<file path="src/inc/osdlsc_pkg.sv">
/*
 Constants, register map and carrier types for the line and screen
 control block of the on-screen display. Assumes one 10 MHz core clock.
*/
package osdlsc_pkg;
   localparam int NLINES = 12;
   localparam logic [3:0] LAST_COL = 4'hb;
   // Byte offsets on the register bus
   localparam logic [4:0] OFF_COLUMN = 5'h00;
   localparam logic [4:0] OFF_LINE1 = 5'h04;
   localparam logic [4:0] OFF_LINE2 = 5'h08;
   localparam logic [4:0] OFF_SCREEN1 = 5'h0c;
   localparam logic [4:0] OFF_SCREEN2 = 5'h10;
   localparam logic [4:0] OFF_VSTART = 5'h14;
   localparam logic [4:0] OFF_HSTART = 5'h18;
   localparam logic [4:0] OFF_STATUS = 5'h1c;
   // Field positions inside the command words
   localparam int L1_OFS = 8;
   localparam int L1_SIZE = 3;
   localparam int L1_SIDE = 2;
   localparam int L1_DOWN = 1;
   localparam int L1_UP = 0;
   localparam int L2_CHROMA = 4;
   localparam int S1_INV = 10;
   localparam int S1_CBG = 9;
   localparam int S1_BLINK = 8;
   localparam int S1_SPACE = 3;
   localparam int S1_K24 = 2;
   localparam int S1_PMODE = 1;
   localparam int S1_DC = 0;
   localparam int S2_SPR = 10;
   localparam int S2_CHR = 9;
   localparam int S2_CBG = 8;
   localparam int S2_HL = 6;
   localparam int S2_UC = 5;
   localparam int S2_UON = 4;
   // Geometry and timing counts in dots, shade colors and a reset zero
   localparam logic [3:0] SHIFT_DW = 4'h3;
   localparam logic [3:0] SHIFT_QW = 4'h9;
   localparam logic [10:0] OFS_STEP_DOTS = 11'h030;
   localparam logic [4:0] CELL_LAST_X = 5'h17;
   localparam logic [5:0] FRAME_TALL = 6'h20;
   localparam logic [5:0] FRAME_SHORT = 6'h18;
   localparam logic [3:0] EDGE_LIGHT = 4'hf;
   localparam logic [3:0] EDGE_DARK = 4'h8;
   localparam logic [3:0] SHADE_FILL = 4'h7;
   localparam logic [3:0] RST_ZERO4 = 4'h0;

   typedef enum logic [2:0] {
      OSDLSC_SZ_NORMAL = 3'h0,
      OSDLSC_SZ_DW = 3'h1,
      OSDLSC_SZ_DH = 3'h2,
      OSDLSC_SZ_DHDW = 3'h3,
      OSDLSC_SZ_QW = 3'h4,
      OSDLSC_SZ_DHQW = 3'h6
   } osdlsc_size_t;

   typedef struct packed {
      logic [2:0] line_hstart_offset;
      logic [2:0] glyph_size_select;
      logic shade_side_join;
      logic shade_down_join;
      logic shade_up_join;
      logic pattern_bg_chroma;
      logic [3:0] pattern_bg_color;
   } osdlsc_line_t;

   // One dot of the renderer, sampled each core clock
   typedef struct packed {
      logic active;
      logic [3:0] line_idx;
      logic [4:0] cell_x;
      logic [4:0] cell_y;
      logic font_bit;
      logic font_nbr;
      logic qualify_flag;
      logic shade_flag;
      logic left_shade;
      logic right_shade;
      logic blink_phase;
      logic [3:0] char_color;
      logic [3:0] char_bg_color;
      logic sprite_dot;
      logic [3:0] sprite_color;
   } osdlsc_dot_t;

   typedef struct packed {
      logic [10:0] line_hstart_dots;
      logic [2:0] glyph_size_select;
      logic [7:0] vstart_dots;
      logic [4:0] spacing_dots;
      logic [5:0] shadow_frame_height;
   } osdlsc_timing_t;
endpackage

</file>
<file path="src/osdlsc_top.sv">
/*
 Line and screen control for the on-screen display: Avalon-MM register
 slave, twelve-entry line memory and the per-dot color/blanking stage.
 Assumes dot inputs synchronous to core_clk and a renderer that reads
 the timing outputs back for its counters.
*/
`timescale 1ns/1ns
module osdlsc_top
   import osdlsc_pkg::*;
(
   input wire logic core_clk,
   input wire logic rstn,
   input wire logic [4:0] avs_address,
   input wire logic avs_read,
   input wire logic avs_write,
   input wire logic [31:0] avs_writedata,
   output logic [31:0] avs_readdata,
   output logic avs_waitrequest,
   input wire osdlsc_dot_t dot_in,
   output logic red_out,
   output logic green_out,
   output logic blue_out,
   output logic intensity_out,
   output logic color_select_out,
   output logic all_output_blank,
   output logic specified_char_blank,
   output osdlsc_timing_t timing_out
);
   osdlsc_line_t line_ram [NLINES];
   osdlsc_line_t line_hold_reg;
   logic [3:0] column_reg;
   logic [10:0] screen1_reg;
   logic [10:0] screen2_reg;
   logic [6:0] vstart_reg;
   logic [6:0] hbase_reg;
   logic wait_reg;
   logic [31:0] rdata_reg;
   logic take;
   logic wr_line2;
   osdlsc_line_t cur_line;
   osdlsc_line_t new_entry;
   logic [3:0] color_next;
   logic csel_next;
   logic blank_next;
   logic spec_next;

   // Extra dots of horizontal delay caused by the widened clock
   function automatic logic [3:0] size_shift(input logic [2:0] s);
      case (s)
         OSDLSC_SZ_DW, OSDLSC_SZ_DHDW: size_shift = SHIFT_DW;
         OSDLSC_SZ_QW, OSDLSC_SZ_DHQW: size_shift = SHIFT_QW;
         default: size_shift = RST_ZERO4;
      endcase
   endfunction

   // Forbidden size codes fall back to normal size
   function automatic logic [2:0] size_clean(input logic [2:0] s);
      case (s)
         OSDLSC_SZ_NORMAL, OSDLSC_SZ_DW, OSDLSC_SZ_DH,
         OSDLSC_SZ_DHDW, OSDLSC_SZ_QW, OSDLSC_SZ_DHQW: size_clean = s;
         default: size_clean = OSDLSC_SZ_NORMAL;
      endcase
   endfunction

   // Request is accepted on the edge where waitrequest reads low
   assign take = (avs_read | avs_write) & ~wait_reg;
   assign wr_line2 = take & avs_write & (avs_address == OFF_LINE2);
   assign new_entry = {line_hold_reg[13:5], avs_writedata[L2_CHROMA:0]};

   // One wait cycle per access keeps read data registered
   always_ff @(posedge core_clk)
   begin
      if (!rstn)
         wait_reg <= 1'b1;
      else
         wait_reg <= ~((avs_read | avs_write) & wait_reg);
   end

   // Read mux; unmapped addresses answer zero
   always_ff @(posedge core_clk)
   begin
      if (!rstn)
         rdata_reg <= 32'h0;
      else if (avs_read & wait_reg)
      begin
         case (avs_address)
            OFF_COLUMN: rdata_reg <= {28'h0, column_reg};
            OFF_LINE1: rdata_reg <= {18'h0, line_hold_reg};
            OFF_SCREEN1: rdata_reg <= {21'h0, screen1_reg};
            OFF_SCREEN2: rdata_reg <= {21'h0, screen2_reg};
            OFF_VSTART: rdata_reg <= {25'h0, vstart_reg};
            OFF_HSTART: rdata_reg <= {25'h0, hbase_reg};
            OFF_STATUS: rdata_reg <= {21'h0, timing_out.line_hstart_dots};
            default: rdata_reg <= 32'h0;
         endcase
      end
   end

   // First line word waits here until the second arrives
   always_ff @(posedge core_clk)
   begin
      if (!rstn)
         line_hold_reg <= '0;
      else if (take & avs_write & (avs_address == OFF_LINE1))
      begin
         line_hold_reg.line_hstart_offset <= avs_writedata[L1_OFS +: 3];
         line_hold_reg.glyph_size_select <= size_clean(avs_writedata[L1_SIZE +: 3]);
         line_hold_reg.shade_side_join <= avs_writedata[L1_SIDE];
         line_hold_reg.shade_down_join <= avs_writedata[L1_DOWN];
         line_hold_reg.shade_up_join <= avs_writedata[L1_UP];
         line_hold_reg.pattern_bg_chroma <= 1'b0;
         line_hold_reg.pattern_bg_color <= RST_ZERO4;
      end
   end

   // Column pointer; software sets it, second line word bumps it
   always_ff @(posedge core_clk)
   begin
      if (!rstn)
         column_reg <= RST_ZERO4;
      else if (take & avs_write & (avs_address == OFF_COLUMN))
         column_reg <= avs_writedata[3:0];
      else if (wr_line2)
         column_reg <= (column_reg >= LAST_COL) ? RST_ZERO4 : column_reg + 4'h1;
   end

   // Line memory; an out-of-range column write is dropped
   always_ff @(posedge core_clk)
   begin
      if (!rstn)
      begin
         for (int i = 0; i < NLINES; i++)
            line_ram[i] <= '0;
      end
      else if (wr_line2 && column_reg <= LAST_COL)
         line_ram[column_reg] <= new_entry;
   end

   // Screen-wide settings persist until the next write of each word
   always_ff @(posedge core_clk)
   begin
      if (!rstn)
      begin
         screen1_reg <= 11'h0;
         screen2_reg <= 11'h0;
         vstart_reg <= 7'h0;
         hbase_reg <= 7'h0;
      end
      else if (take & avs_write)
      begin
         case (avs_address)
            OFF_SCREEN1: screen1_reg <= avs_writedata[10:0];
            OFF_SCREEN2: screen2_reg <= avs_writedata[10:0];
            OFF_VSTART: vstart_reg <= avs_writedata[6:0];
            OFF_HSTART: hbase_reg <= avs_writedata[6:0];
            default: ;
         endcase
      end
   end

   // Entry for the line being drawn; index past the last reads as zero
   always_comb
   begin
      cur_line = '0;
      if (dot_in.line_idx <= LAST_COL)
         cur_line = line_ram[dot_in.line_idx];
   end

   // Line and screen geometry handed to the dot counters
   always_ff @(posedge core_clk)
   begin
      if (!rstn)
         timing_out <= '0;
      else
      begin
         timing_out.line_hstart_dots <= {1'b0, hbase_reg, 3'h0}
            + 11'(cur_line.line_hstart_offset) * OFS_STEP_DOTS
            + 11'(size_shift(cur_line.glyph_size_select));
         timing_out.glyph_size_select <= cur_line.glyph_size_select;
         timing_out.vstart_dots <= {vstart_reg, 1'b0};
         timing_out.spacing_dots <= {screen1_reg[S1_SPACE +: 4], 1'b0};
         timing_out.shadow_frame_height <= screen1_reg[S1_K24] ? FRAME_SHORT
            : FRAME_TALL;
      end
   end

   // Dot source priority: sprite, character, pattern, shade, background
   always_comb
   begin
      logic [5:0] frame_h;
      logic chr_dot;
      logic pat_dot;
      logic shade_on;
      logic light;
      logic dark;
      logic inv;
      frame_h = screen1_reg[S1_K24] ? FRAME_SHORT : FRAME_TALL;
      chr_dot = dot_in.font_bit & ~(screen1_reg[S1_BLINK] & dot_in.qualify_flag
         & dot_in.blink_phase);
      pat_dot = screen1_reg[S1_PMODE] & ~dot_in.font_bit & dot_in.font_nbr;
      shade_on = dot_in.shade_flag & ({1'b0, dot_in.cell_y} < frame_h);
      light = (dot_in.cell_y == 5'h0 & ~cur_line.shade_up_join)
         | (dot_in.cell_x == 5'h0 & (cur_line.shade_side_join
         | ~dot_in.left_shade));
      dark = ({1'b0, dot_in.cell_y} == frame_h - 6'h1 & ~cur_line.shade_down_join)
         | (dot_in.cell_x == CELL_LAST_X & (cur_line.shade_side_join
         | ~dot_in.right_shade));
      inv = screen1_reg[S1_INV] & dot_in.shade_flag & dot_in.qualify_flag;
      color_next = RST_ZERO4;
      csel_next = screen2_reg[S2_UC];
      blank_next = 1'b0;
      if (!screen1_reg[S1_DC] || !dot_in.active)
      begin
         // Display off: screen background only
         if (screen2_reg[S2_UON])
            color_next = screen2_reg[3:0];
      end
      else if (dot_in.sprite_dot)
      begin
         color_next = dot_in.sprite_color;
         csel_next = screen2_reg[S2_SPR];
         blank_next = 1'b1;
      end
      else if (chr_dot)
      begin
         color_next = inv ? ~dot_in.char_color : dot_in.char_color;
         csel_next = screen2_reg[S2_CHR];
         blank_next = 1'b1;
      end
      else if (pat_dot)
      begin
         color_next = cur_line.pattern_bg_color;
         csel_next = cur_line.pattern_bg_chroma;
         blank_next = 1'b1;
      end
      else if (shade_on)
      begin
         // Inversion swaps the bevel so the cell looks pressed in
         if (light)
            color_next = inv ? EDGE_DARK : EDGE_LIGHT;
         else if (dark)
            color_next = inv ? EDGE_LIGHT : EDGE_DARK;
         else
            color_next = SHADE_FILL;
         csel_next = screen2_reg[S2_CBG];
         blank_next = 1'b1;
      end
      else if (screen1_reg[S1_CBG] & dot_in.qualify_flag)
      begin
         color_next = dot_in.char_bg_color;
         csel_next = screen2_reg[S2_CBG];
         blank_next = 1'b1;
      end
      else if (screen2_reg[S2_UON])
         color_next = screen2_reg[3:0];
      spec_next = screen2_reg[S2_HL] & screen1_reg[S1_DC] & dot_in.active
         & dot_in.qualify_flag;
   end

   // Registered pin drivers, one dot of latency
   always_ff @(posedge core_clk)
   begin
      if (!rstn)
      begin
         {intensity_out, green_out, red_out, blue_out} <= RST_ZERO4;
         color_select_out <= 1'b0;
         all_output_blank <= 1'b0;
         specified_char_blank <= 1'b0;
      end
      else
      begin
         {intensity_out, green_out, red_out, blue_out} <= color_next;
         color_select_out <= csel_next;
         all_output_blank <= blank_next;
         specified_char_blank <= spec_next;
      end
   end

   assign avs_waitrequest = wait_reg;
   assign avs_readdata = rdata_reg;

   a_line1_held: assert property (
      @(posedge core_clk) disable iff (!rstn)
      (take & avs_write & avs_address == OFF_LINE1) |=> $stable(column_reg))
      else $error("first line word moved the column");

   a_line2_store: assert property (
      @(posedge core_clk) disable iff (!rstn)
      (wr_line2 && column_reg <= LAST_COL) |=>
      line_ram[$past(column_reg)] == {$past(line_hold_reg[13:5]),
      $past(avs_writedata[4:0])})
      else $error("line entry not stored at column");

   a_column_bump: assert property (
      @(posedge core_clk) disable iff (!rstn)
      (wr_line2 && column_reg < LAST_COL) |=> column_reg == $past(column_reg) + 4'h1)
      else $error("column did not advance");

   a_bus_wait: assert property (
      @(posedge core_clk) disable iff (!rstn)
      ((avs_read | avs_write) & wait_reg) |=> !avs_waitrequest ##1 avs_waitrequest)
      else $error("waitrequest sequence broken");

   a_vstart_dots: assert property (
      @(posedge core_clk) disable iff (!rstn)
      $stable(vstart_reg) |=> timing_out.vstart_dots == {$past(vstart_reg), 1'b0})
      else $error("vertical start not two dots per step");

   a_size_shift: assert property (
      @(posedge core_clk) disable iff (!rstn)
      (cur_line.glyph_size_select == OSDLSC_SZ_QW) |=>
      timing_out.line_hstart_dots == {1'b0, $past(hbase_reg), 3'h0}
      + 11'($past(cur_line.line_hstart_offset)) * OFS_STEP_DOTS
      + 11'h009)
      else $error("quadruple width shift is not nine dots");

   a_display_off: assert property (
      @(posedge core_clk) disable iff (!rstn)
      !screen1_reg[S1_DC] |=> !all_output_blank && !specified_char_blank)
      else $error("output while display disabled");

   a_screen_off: assert property (
      @(posedge core_clk) disable iff (!rstn)
      (!screen1_reg[S1_DC] && !screen2_reg[S2_UON]) |=>
      {intensity_out, green_out, red_out, blue_out} == 4'h0)
      else $error("screen background not held low");

   a_screen_chroma: assert property (
      @(posedge core_clk) disable iff (!rstn)
      !dot_in.active |=> color_select_out == $past(screen2_reg[S2_UC]))
      else $error("color select ignores screen chroma");

   a_highlight_off: assert property (
      @(posedge core_clk) disable iff (!rstn)
      !screen2_reg[S2_HL] |=> !specified_char_blank)
      else $error("highlight output without enable");

   // Column, pin and geometry checks; each looks one dot after its cause
   a_column_wrap: assert property (
      @(posedge core_clk) disable iff (!rstn)
      (wr_line2 && column_reg >= LAST_COL) |=> column_reg == RST_ZERO4)
      else $error("column did not wrap to zero");

   a_spacing_dots: assert property (
      @(posedge core_clk) disable iff (!rstn)
      rstn |=> timing_out.spacing_dots == {$past(screen1_reg[S1_SPACE +: 4]), 1'b0})
      else $error("line spacing not two dots per step");

   a_frame_short: assert property (
      @(posedge core_clk) disable iff (!rstn)
      screen1_reg[S1_K24] |=> timing_out.shadow_frame_height == FRAME_SHORT)
      else $error("shadow frame not 24 dots");

   a_sprite_chroma: assert property (
      @(posedge core_clk) disable iff (!rstn)
      (screen1_reg[S1_DC] && dot_in.active && dot_in.sprite_dot) |=>
      (color_select_out == $past(screen2_reg[S2_SPR]) && all_output_blank))
      else $error("sprite dot ignores sprite chroma");

   a_char_chroma: assert property (
      @(posedge core_clk) disable iff (!rstn)
      (screen1_reg[S1_DC] && dot_in.active && !dot_in.sprite_dot && dot_in.font_bit
      && !(screen1_reg[S1_BLINK] && dot_in.qualify_flag && dot_in.blink_phase)) |=>
      color_select_out == $past(screen2_reg[S2_CHR]))
      else $error("character dot ignores character chroma");

   a_pattern_chroma: assert property (
      @(posedge core_clk) disable iff (!rstn)
      (screen1_reg[S1_DC] && dot_in.active && !dot_in.sprite_dot && !dot_in.font_bit
      && screen1_reg[S1_PMODE] && dot_in.font_nbr) |=>
      color_select_out == $past(cur_line.pattern_bg_chroma))
      else $error("pattern dot ignores pattern chroma");

   a_bg_shown: assert property (
      @(posedge core_clk) disable iff (!rstn)
      (!screen1_reg[S1_DC] && screen2_reg[S2_UON]) |=>
      ({intensity_out, green_out, red_out, blue_out} == $past(screen2_reg[3:0])
      && !all_output_blank))
      else $error("screen background color not shown");

   a_highlight_on: assert property (
      @(posedge core_clk) disable iff (!rstn)
      (screen2_reg[S2_HL] && screen1_reg[S1_DC] && dot_in.active && dot_in.qualify_flag)
      |=> specified_char_blank)
      else $error("qualified cell not marked");
endmodule

</file>
<file path="config.mk">
export PLATFORM = sky130hd
export DESIGN_NAME = osdlsc_top
export DESIGN_NICKNAME = d
export VERILOG_FILES = /design/src/inc/osdlsc_pkg.sv /design/src/osdlsc_top.sv
export SDC_FILE = /design/constraint.sdc
export NUM_CORES = 1
export LEC_CHECK = 0
export BUFFER_PORTS_ARGS = -buffer_cell sky130_fd_sc_hd__buf_2
export CAP_MARGIN = 40
export CORE_MARGIN = 8
export CORE_UTILIZATION = 30
export CTS_BUF_LIST = sky130_fd_sc_hd__clkbuf_4 sky130_fd_sc_hd__clkbuf_8 sky130_fd_sc_hd__clkbuf_16
export CTS_CLUSTER_DIAMETER = 200
export DETAILED_ROUTE_END_ITERATION = 12
export PLACE_DENSITY_LB_ADDON = 0.25
export SLEW_MARGIN = 20
export SYNTH_ARGS = -nofsm -noshare
export SYNTH_HDL_FRONTEND = slang
export SYNTH_SLANG_ARGS = --single-unit
</file>
<file path="constraint.sdc">
create_clock -name core_clk -period 4.44 [get_ports core_clk]
set_input_delay 0.888 -clock core_clk [delete_from_list [all_inputs] [get_ports core_clk]]
set_output_delay 0.888 -clock core_clk [all_outputs]
set_load 0.01 [all_outputs]
</file>
# Word level (Yosys, flattened, before mapping)
# Memory sizes are Yosys's and may differ from the RTL's.
# Index checks and enable logic that the tools add are counted.
# totals
out_inout_bits	73
ram_bits	168
memories	1
wordCells	149
ff_bits	122
# mem_list
memory	depth	word_bits	rd	rd_clocked_by_memory_dff	wr	line_no	rtl
line_ram	12	14	1	0	12	osdlsc_top.sv:29	osdlsc_line_t line_ram [NLINES];
# op_classes
order_cmp	4
mux	39
addsub	4
bitwise_logic	38
eq_ne	18
mul	1
n_reduce_logical	18
# op_table
op	n
$pmux 14 s7	1
$mux 4	15
$mux 14	2
$eq 5x5->1 const B	5
$and 1x1->1	23
$mux 1	16
$logic_not 5->1	3
$reduce_or 14->1	1
$eq 3x3->1 const B	4
$add 10x9->11	1
$add 11x4->11	1
$eq 5x4->1 const B	2
$eq 3x2->1 const B	3
$mux 3	3
$not 1->1	9
$le 4x4->1 const B	2
$pmux 4 s2	1
$reduce_and 2->1	4
$eq 3x1->1 const B	2
$eq 5x6->1	1
$lt 5x6->1	1
$mux 6	1
$reduce_or 2->1	3
$reduce_or 6->1	1
other kinds (12)	17

# Logic depth before layout (Yosys ltp)
# depth
word_depth	12
mapped_depth	18

# Worst setup path before layout
# OpenSTA, ideal clock, no wires.
# synth_timing
kind	in2reg
start	in dot_in[30] in the netlist's numbering
end	reg timing_out[31] in the netlist's numbering
slack_ns	0.479
setup_time_ns	0.128
n_path_buf	3
t_arrival_ns	3.833
cell_stages	16
path_cell_list	buf_6 buf_4 buf_2 mux4_2 mux2i_1 o22a_1 inv_1 ha_1 ha_1 nor2b_1 o21ai_0 nand2b_1 a21o_1 a21oi_1 xor2_1 nor2_1
# synth_via
elab_chain_len	7
# synth_lines
item	line_no	rtl
start, declared	osdlsc_top.sv:19	input wire osdlsc_dot_t dot_in,
$mem_v2 12x14 / $le 4x4->1 (equally long branches)	n/a	
$mux 14 (*)	osdlsc_top.sv:165	if (dot_in.line_idx <= LAST_COL)
branches (longest 4 deep; another with $add 10x9->11)	n/a	
$add 11x4->11 (*)	osdlsc_top.sv:178	+ 11'(size_shift(cur_line.glyph_size_select));
end, declared	osdlsc_top.sv:27	output osdlsc_timing_t timing_out
# Mark *: on every way between the ends. The select of a mux whose other input is x is not followed.
# A chain may end at the register's enable or synchronous reset.

# Final worst setup path
# Ends and elaborated chain as after synthesis.

==> impl_results.md <==
* Die area at 47930 um^2
* CTS sink cnt at 265
* Number of enable-type register cells in the synthesized netlist at 168
* Share of layout cells above drive strength 1 at 0.2050
* Cell repeated most along the worst path: sky130_fd_sc_hd__ha_1
* Setup_tns at 0 ns
* I/O pin total at 149
* Unrepaired setup endpoints after global routing: no
* Worst VDD drop at between 200 and 300 uV
* Wire length of the first global-routing pass at 53250 um
* Area growth, synth to finish at 16.60%
* Critical path capture point type: register
* Syn Inst Count at 1076
* Number of setup buffers added after CTS at 0
* Count of nets after finishing at 1262
* Die height at approximately 220 um
* Worst R2R Start: line_ram[11][12]
* Power density of the placed cells at 385.4 nW/um^2
* Initial antenna violation count at 3
* Post-DP HPWL at 24720 um
* Post-layout min period at 3.523 ns
* Async S/R FF share, synth at 0
* Core Util, Final at 0.3536
* Vias after detailed routing at 8444
* Number of cells traversed by the worst register-to-register path at 14
* Number of max-cap violations at 0
* Number of synthesized register bits at ~270
* Clock skew at 0.02752 ns
* Delay of the slowest cell on the worst path at roughly 0.54 ns
* Number of fill cells in the layout at 3990
* Post-DRT Antenna Nets at 0
* Distinct cells, synth at 65
* Internal reg-to-reg setup slack at 1.29 ns
* Worst setup path endpoint: timing_out[31]
* Via count of the first global-routing pass at 8535
* Core Rows at between 70 and 80
* Max-Slew Margin vs Limit at 0.5233
* Final wirelength at 35760 um
* Top reg by flops: line_ram
* Post-detailed-route DRC marker count at 0
* Predominant post-synthesis flop cell: sky130_fd_sc_hd__edfxtp_1
* Die width at 218.9 um
* Post-cts hold buffer count at 0
* Initial DRT Pass Iterations at 5
* Flip-flop count of the largest register, all copies and words added at around 170
* Starting Density at 0.3033
* Cells along the critical path: buf_2 -> buf_12 -> mux4_2 -> mux2i_1 -> o21ai_0 -> inv_1 -> ha_1 -> inv_1 -> ha_1 -> ha_1 -> o21ai_0 -> nand2b_1 -> a21o_1 -> a21oi_1 -> xor2_1 -> nor2_1
* Number of H-tree levels at 1
* 1st-iter DRT viols at ~530
* Placeable Area at 40740 um^2
* Source of the critical timing path: dot_in[30]
* Combined global-route utilization of all metal layers at 0.1454
* Clock latency of the later-clocked register in the worst-skew pair at 0.57 ns
* Register area share after synthesis at 0.5655
* Leftover overflow at the end of global routing at 0
* GPL Wtd Cong at 0.8511
* Required time at the worst-slack endpoint at 4.91 ns
* Final worst-path cycle share at 0.7936
* Maximum fanout encountered on the critical timing path at 25
* Worst Max-Slew Pin Slew at 0.7112 ns
* Maximum root-to-sink buffer count at 3
* Family with the most delay on the worst path: multiplexers
* Fmax achieved at 0.2838 GHz
* Total leakage power at between 0.005 and 0.006 uW
* Crit path buffers/inverters at 4
* Status: completed
* Setup slack of the critical path after layout at roughly 0.92 ns
* Per-cell via count in the routed design at 4.884
* Critical path data arrival time at 3.99 ns
* Pre-CTS WS at 0.2991 ns
* Routed length per placed instance at 20.68 um
* Number of cells on the critical path at 16
* Total clock buffers created by CTS at 31
* Pin count of the biggest net entering global routing at 36
* CTS tree: built
* Type of the setup path with the least slack: input port to register
* Highest-count cells in the layout ignoring fill and taps: sky130_fd_sc_hd__and2_1 (188), sky130_fd_sc_hd__edfxtp_1 (168), sky130_fd_sc_hd__nand2_1 (112)
* Final count of negative-setup-slack endpoints at 0
* Post-Synthesis Mean Instance Area at 11.48 um^2
* Clock Tree Root: sky130_fd_sc_hd__clkbuf_16
* Port Buf Inserts at 103
* Post-CTS resize count at 0
* Clock transition time at the flip-flop clock pins of the worst setup and hold paths at 0.06 ns
* R2R Path End: timing_out[31]
* Total standard cell area after synthesis at 12360 um^2
* Total count of max-transition violations in the final report at 0
* Number of hold-slack violations in the final timing report at 0
* Most frequent standard cell in the layout excluding fill and tap cells: sky130_fd_sc_hd__and2_1
* Synthesis warning total at 0
* Kind of start point of the critical path: input port
* Hold Crit Class: register to register
* Highest-delay cell along the critical path: sky130_fd_sc_hd__mux4_2
==> routing by layer <==
layer,global-route usage,wire length (um),vias up
met4,0.04204,821,2
li1,-,-,3984
met2,0.2379,16820,268
met1,0.1932,15560,4135
met3,0.02946,2543,55
met5,0,13,-
==> worst register-to-register path, stage by stage (launching register included) <==
cell                       delay (ns)
sky130_fd_sc_hd__edfxtp_1        0.36
sky130_fd_sc_hd__mux4_2          0.48
sky130_fd_sc_hd__mux2i_1         0.23
sky130_fd_sc_hd__o21ai_0         0.21
sky130_fd_sc_hd__inv_1           0.13
sky130_fd_sc_hd__ha_1            0.24
sky130_fd_sc_hd__inv_1           0.06
sky130_fd_sc_hd__ha_1            0.23
sky130_fd_sc_hd__ha_1            0.30
sky130_fd_sc_hd__o21ai_0         0.09
sky130_fd_sc_hd__nand2b_1        0.11
sky130_fd_sc_hd__a21o_1          0.19
sky130_fd_sc_hd__a21oi_1         0.19
sky130_fd_sc_hd__xor2_1          0.19
sky130_fd_sc_hd__nor2_1          0.06
==> Yosys cell counts, drive strengths merged, types with 12 or more instances <==
library cell / number / share of area
dfxtp: 97 / 0.16
ha: 14 / 0.014
clkbuf: 60 / 0.019
edfxtp: 168 / 0.41
nand2: 112 / 0.034
mux4: 38 / 0.071
a21oi: 77 / 0.031
mux2i: 18 / 0.015
o21ai: 33 / 0.013
a22oi: 28 / 0.017
and2: 189 / 0.096
buf: 45 / 0.027
nor2: 52 / 0.017
nand3: 33 / 0.013
inv: 12 / 0.0036
==> worst min-delay path by stage <==
stage	slack, ns	start	to	cells after the start
6_report	0.45	avs_waitrequest	avs_waitrequest	1
5_1_grt	0.48	avs_waitrequest	avs_waitrequest	1
4_1_cts	0.45	avs_waitrequest	avs_waitrequest	1
3_5_place_dp	0.44	avs_waitrequest	avs_waitrequest	1
3_3_place_gp	0.43	avs_waitrequest	avs_waitrequest	1
2_1_floorplan	0.42	screen2_reg[6]	specified_char_blank	2
==> power breakdown <==
part / total (uW) / internal [uW] / leakage (uW) / switching (uW)
logic: 357 / 129 / 0.00242 / 228
clock network: 2500 / 1490 / 0.000506 / 1010
registers: 2700 / 2670 / 0.00252 / 23.5
total: 5550 / 4290 / 0.00545 / 1260
==> area by class of cell <==
class	count	area, um^2	share of cell area
clock buffers	46	919.6	0.06384
repair buffers	144	844.6	0.05862
multi-input cells	717	4851	0.3367
inverters	12	45.04	0.003127
clock inverters	11	88.84	0.006166
flip-flops and latches	265	6987	0.4850
diodes	2	5.005	0.0003474
well taps	532	665.6	0.04620
==> cells by family after synthesis <==
family,after synthesis,synth area share
and+or+nand+nor,434,0.1865
DFF,265,0.5655
AOI/OAI and AO/OA,177,0.08820
buffers and inverters,117,0.04962
muxes,59,0.08840
adders and majority gates,15,0.01580
xor gates and xnor gates,8,0.005671
other,1,0.0003035
==> metrics by stage <==
| step | total power (uW) | hold slack [ns] | cells | instance area (um^2) |
|---|---|---|---|---|
| after global routing | 5731 | 0.4808 | 1727 | 14400 |
| after global placement | 3104 | 0.4297 | 1668 | 13370 |
| final | 5552 | 0.4496 | 1729 | 14410 |
| after detailed placement | 3110 | 0.4376 | 1670 | 13390 |
| after floorplan | 2968 | 0.4233 | 1099 | 12440 |
| after CTS | 5601 | 0.4500 | 1727 | 14400 |
Power figures use the tool's default switching activity.
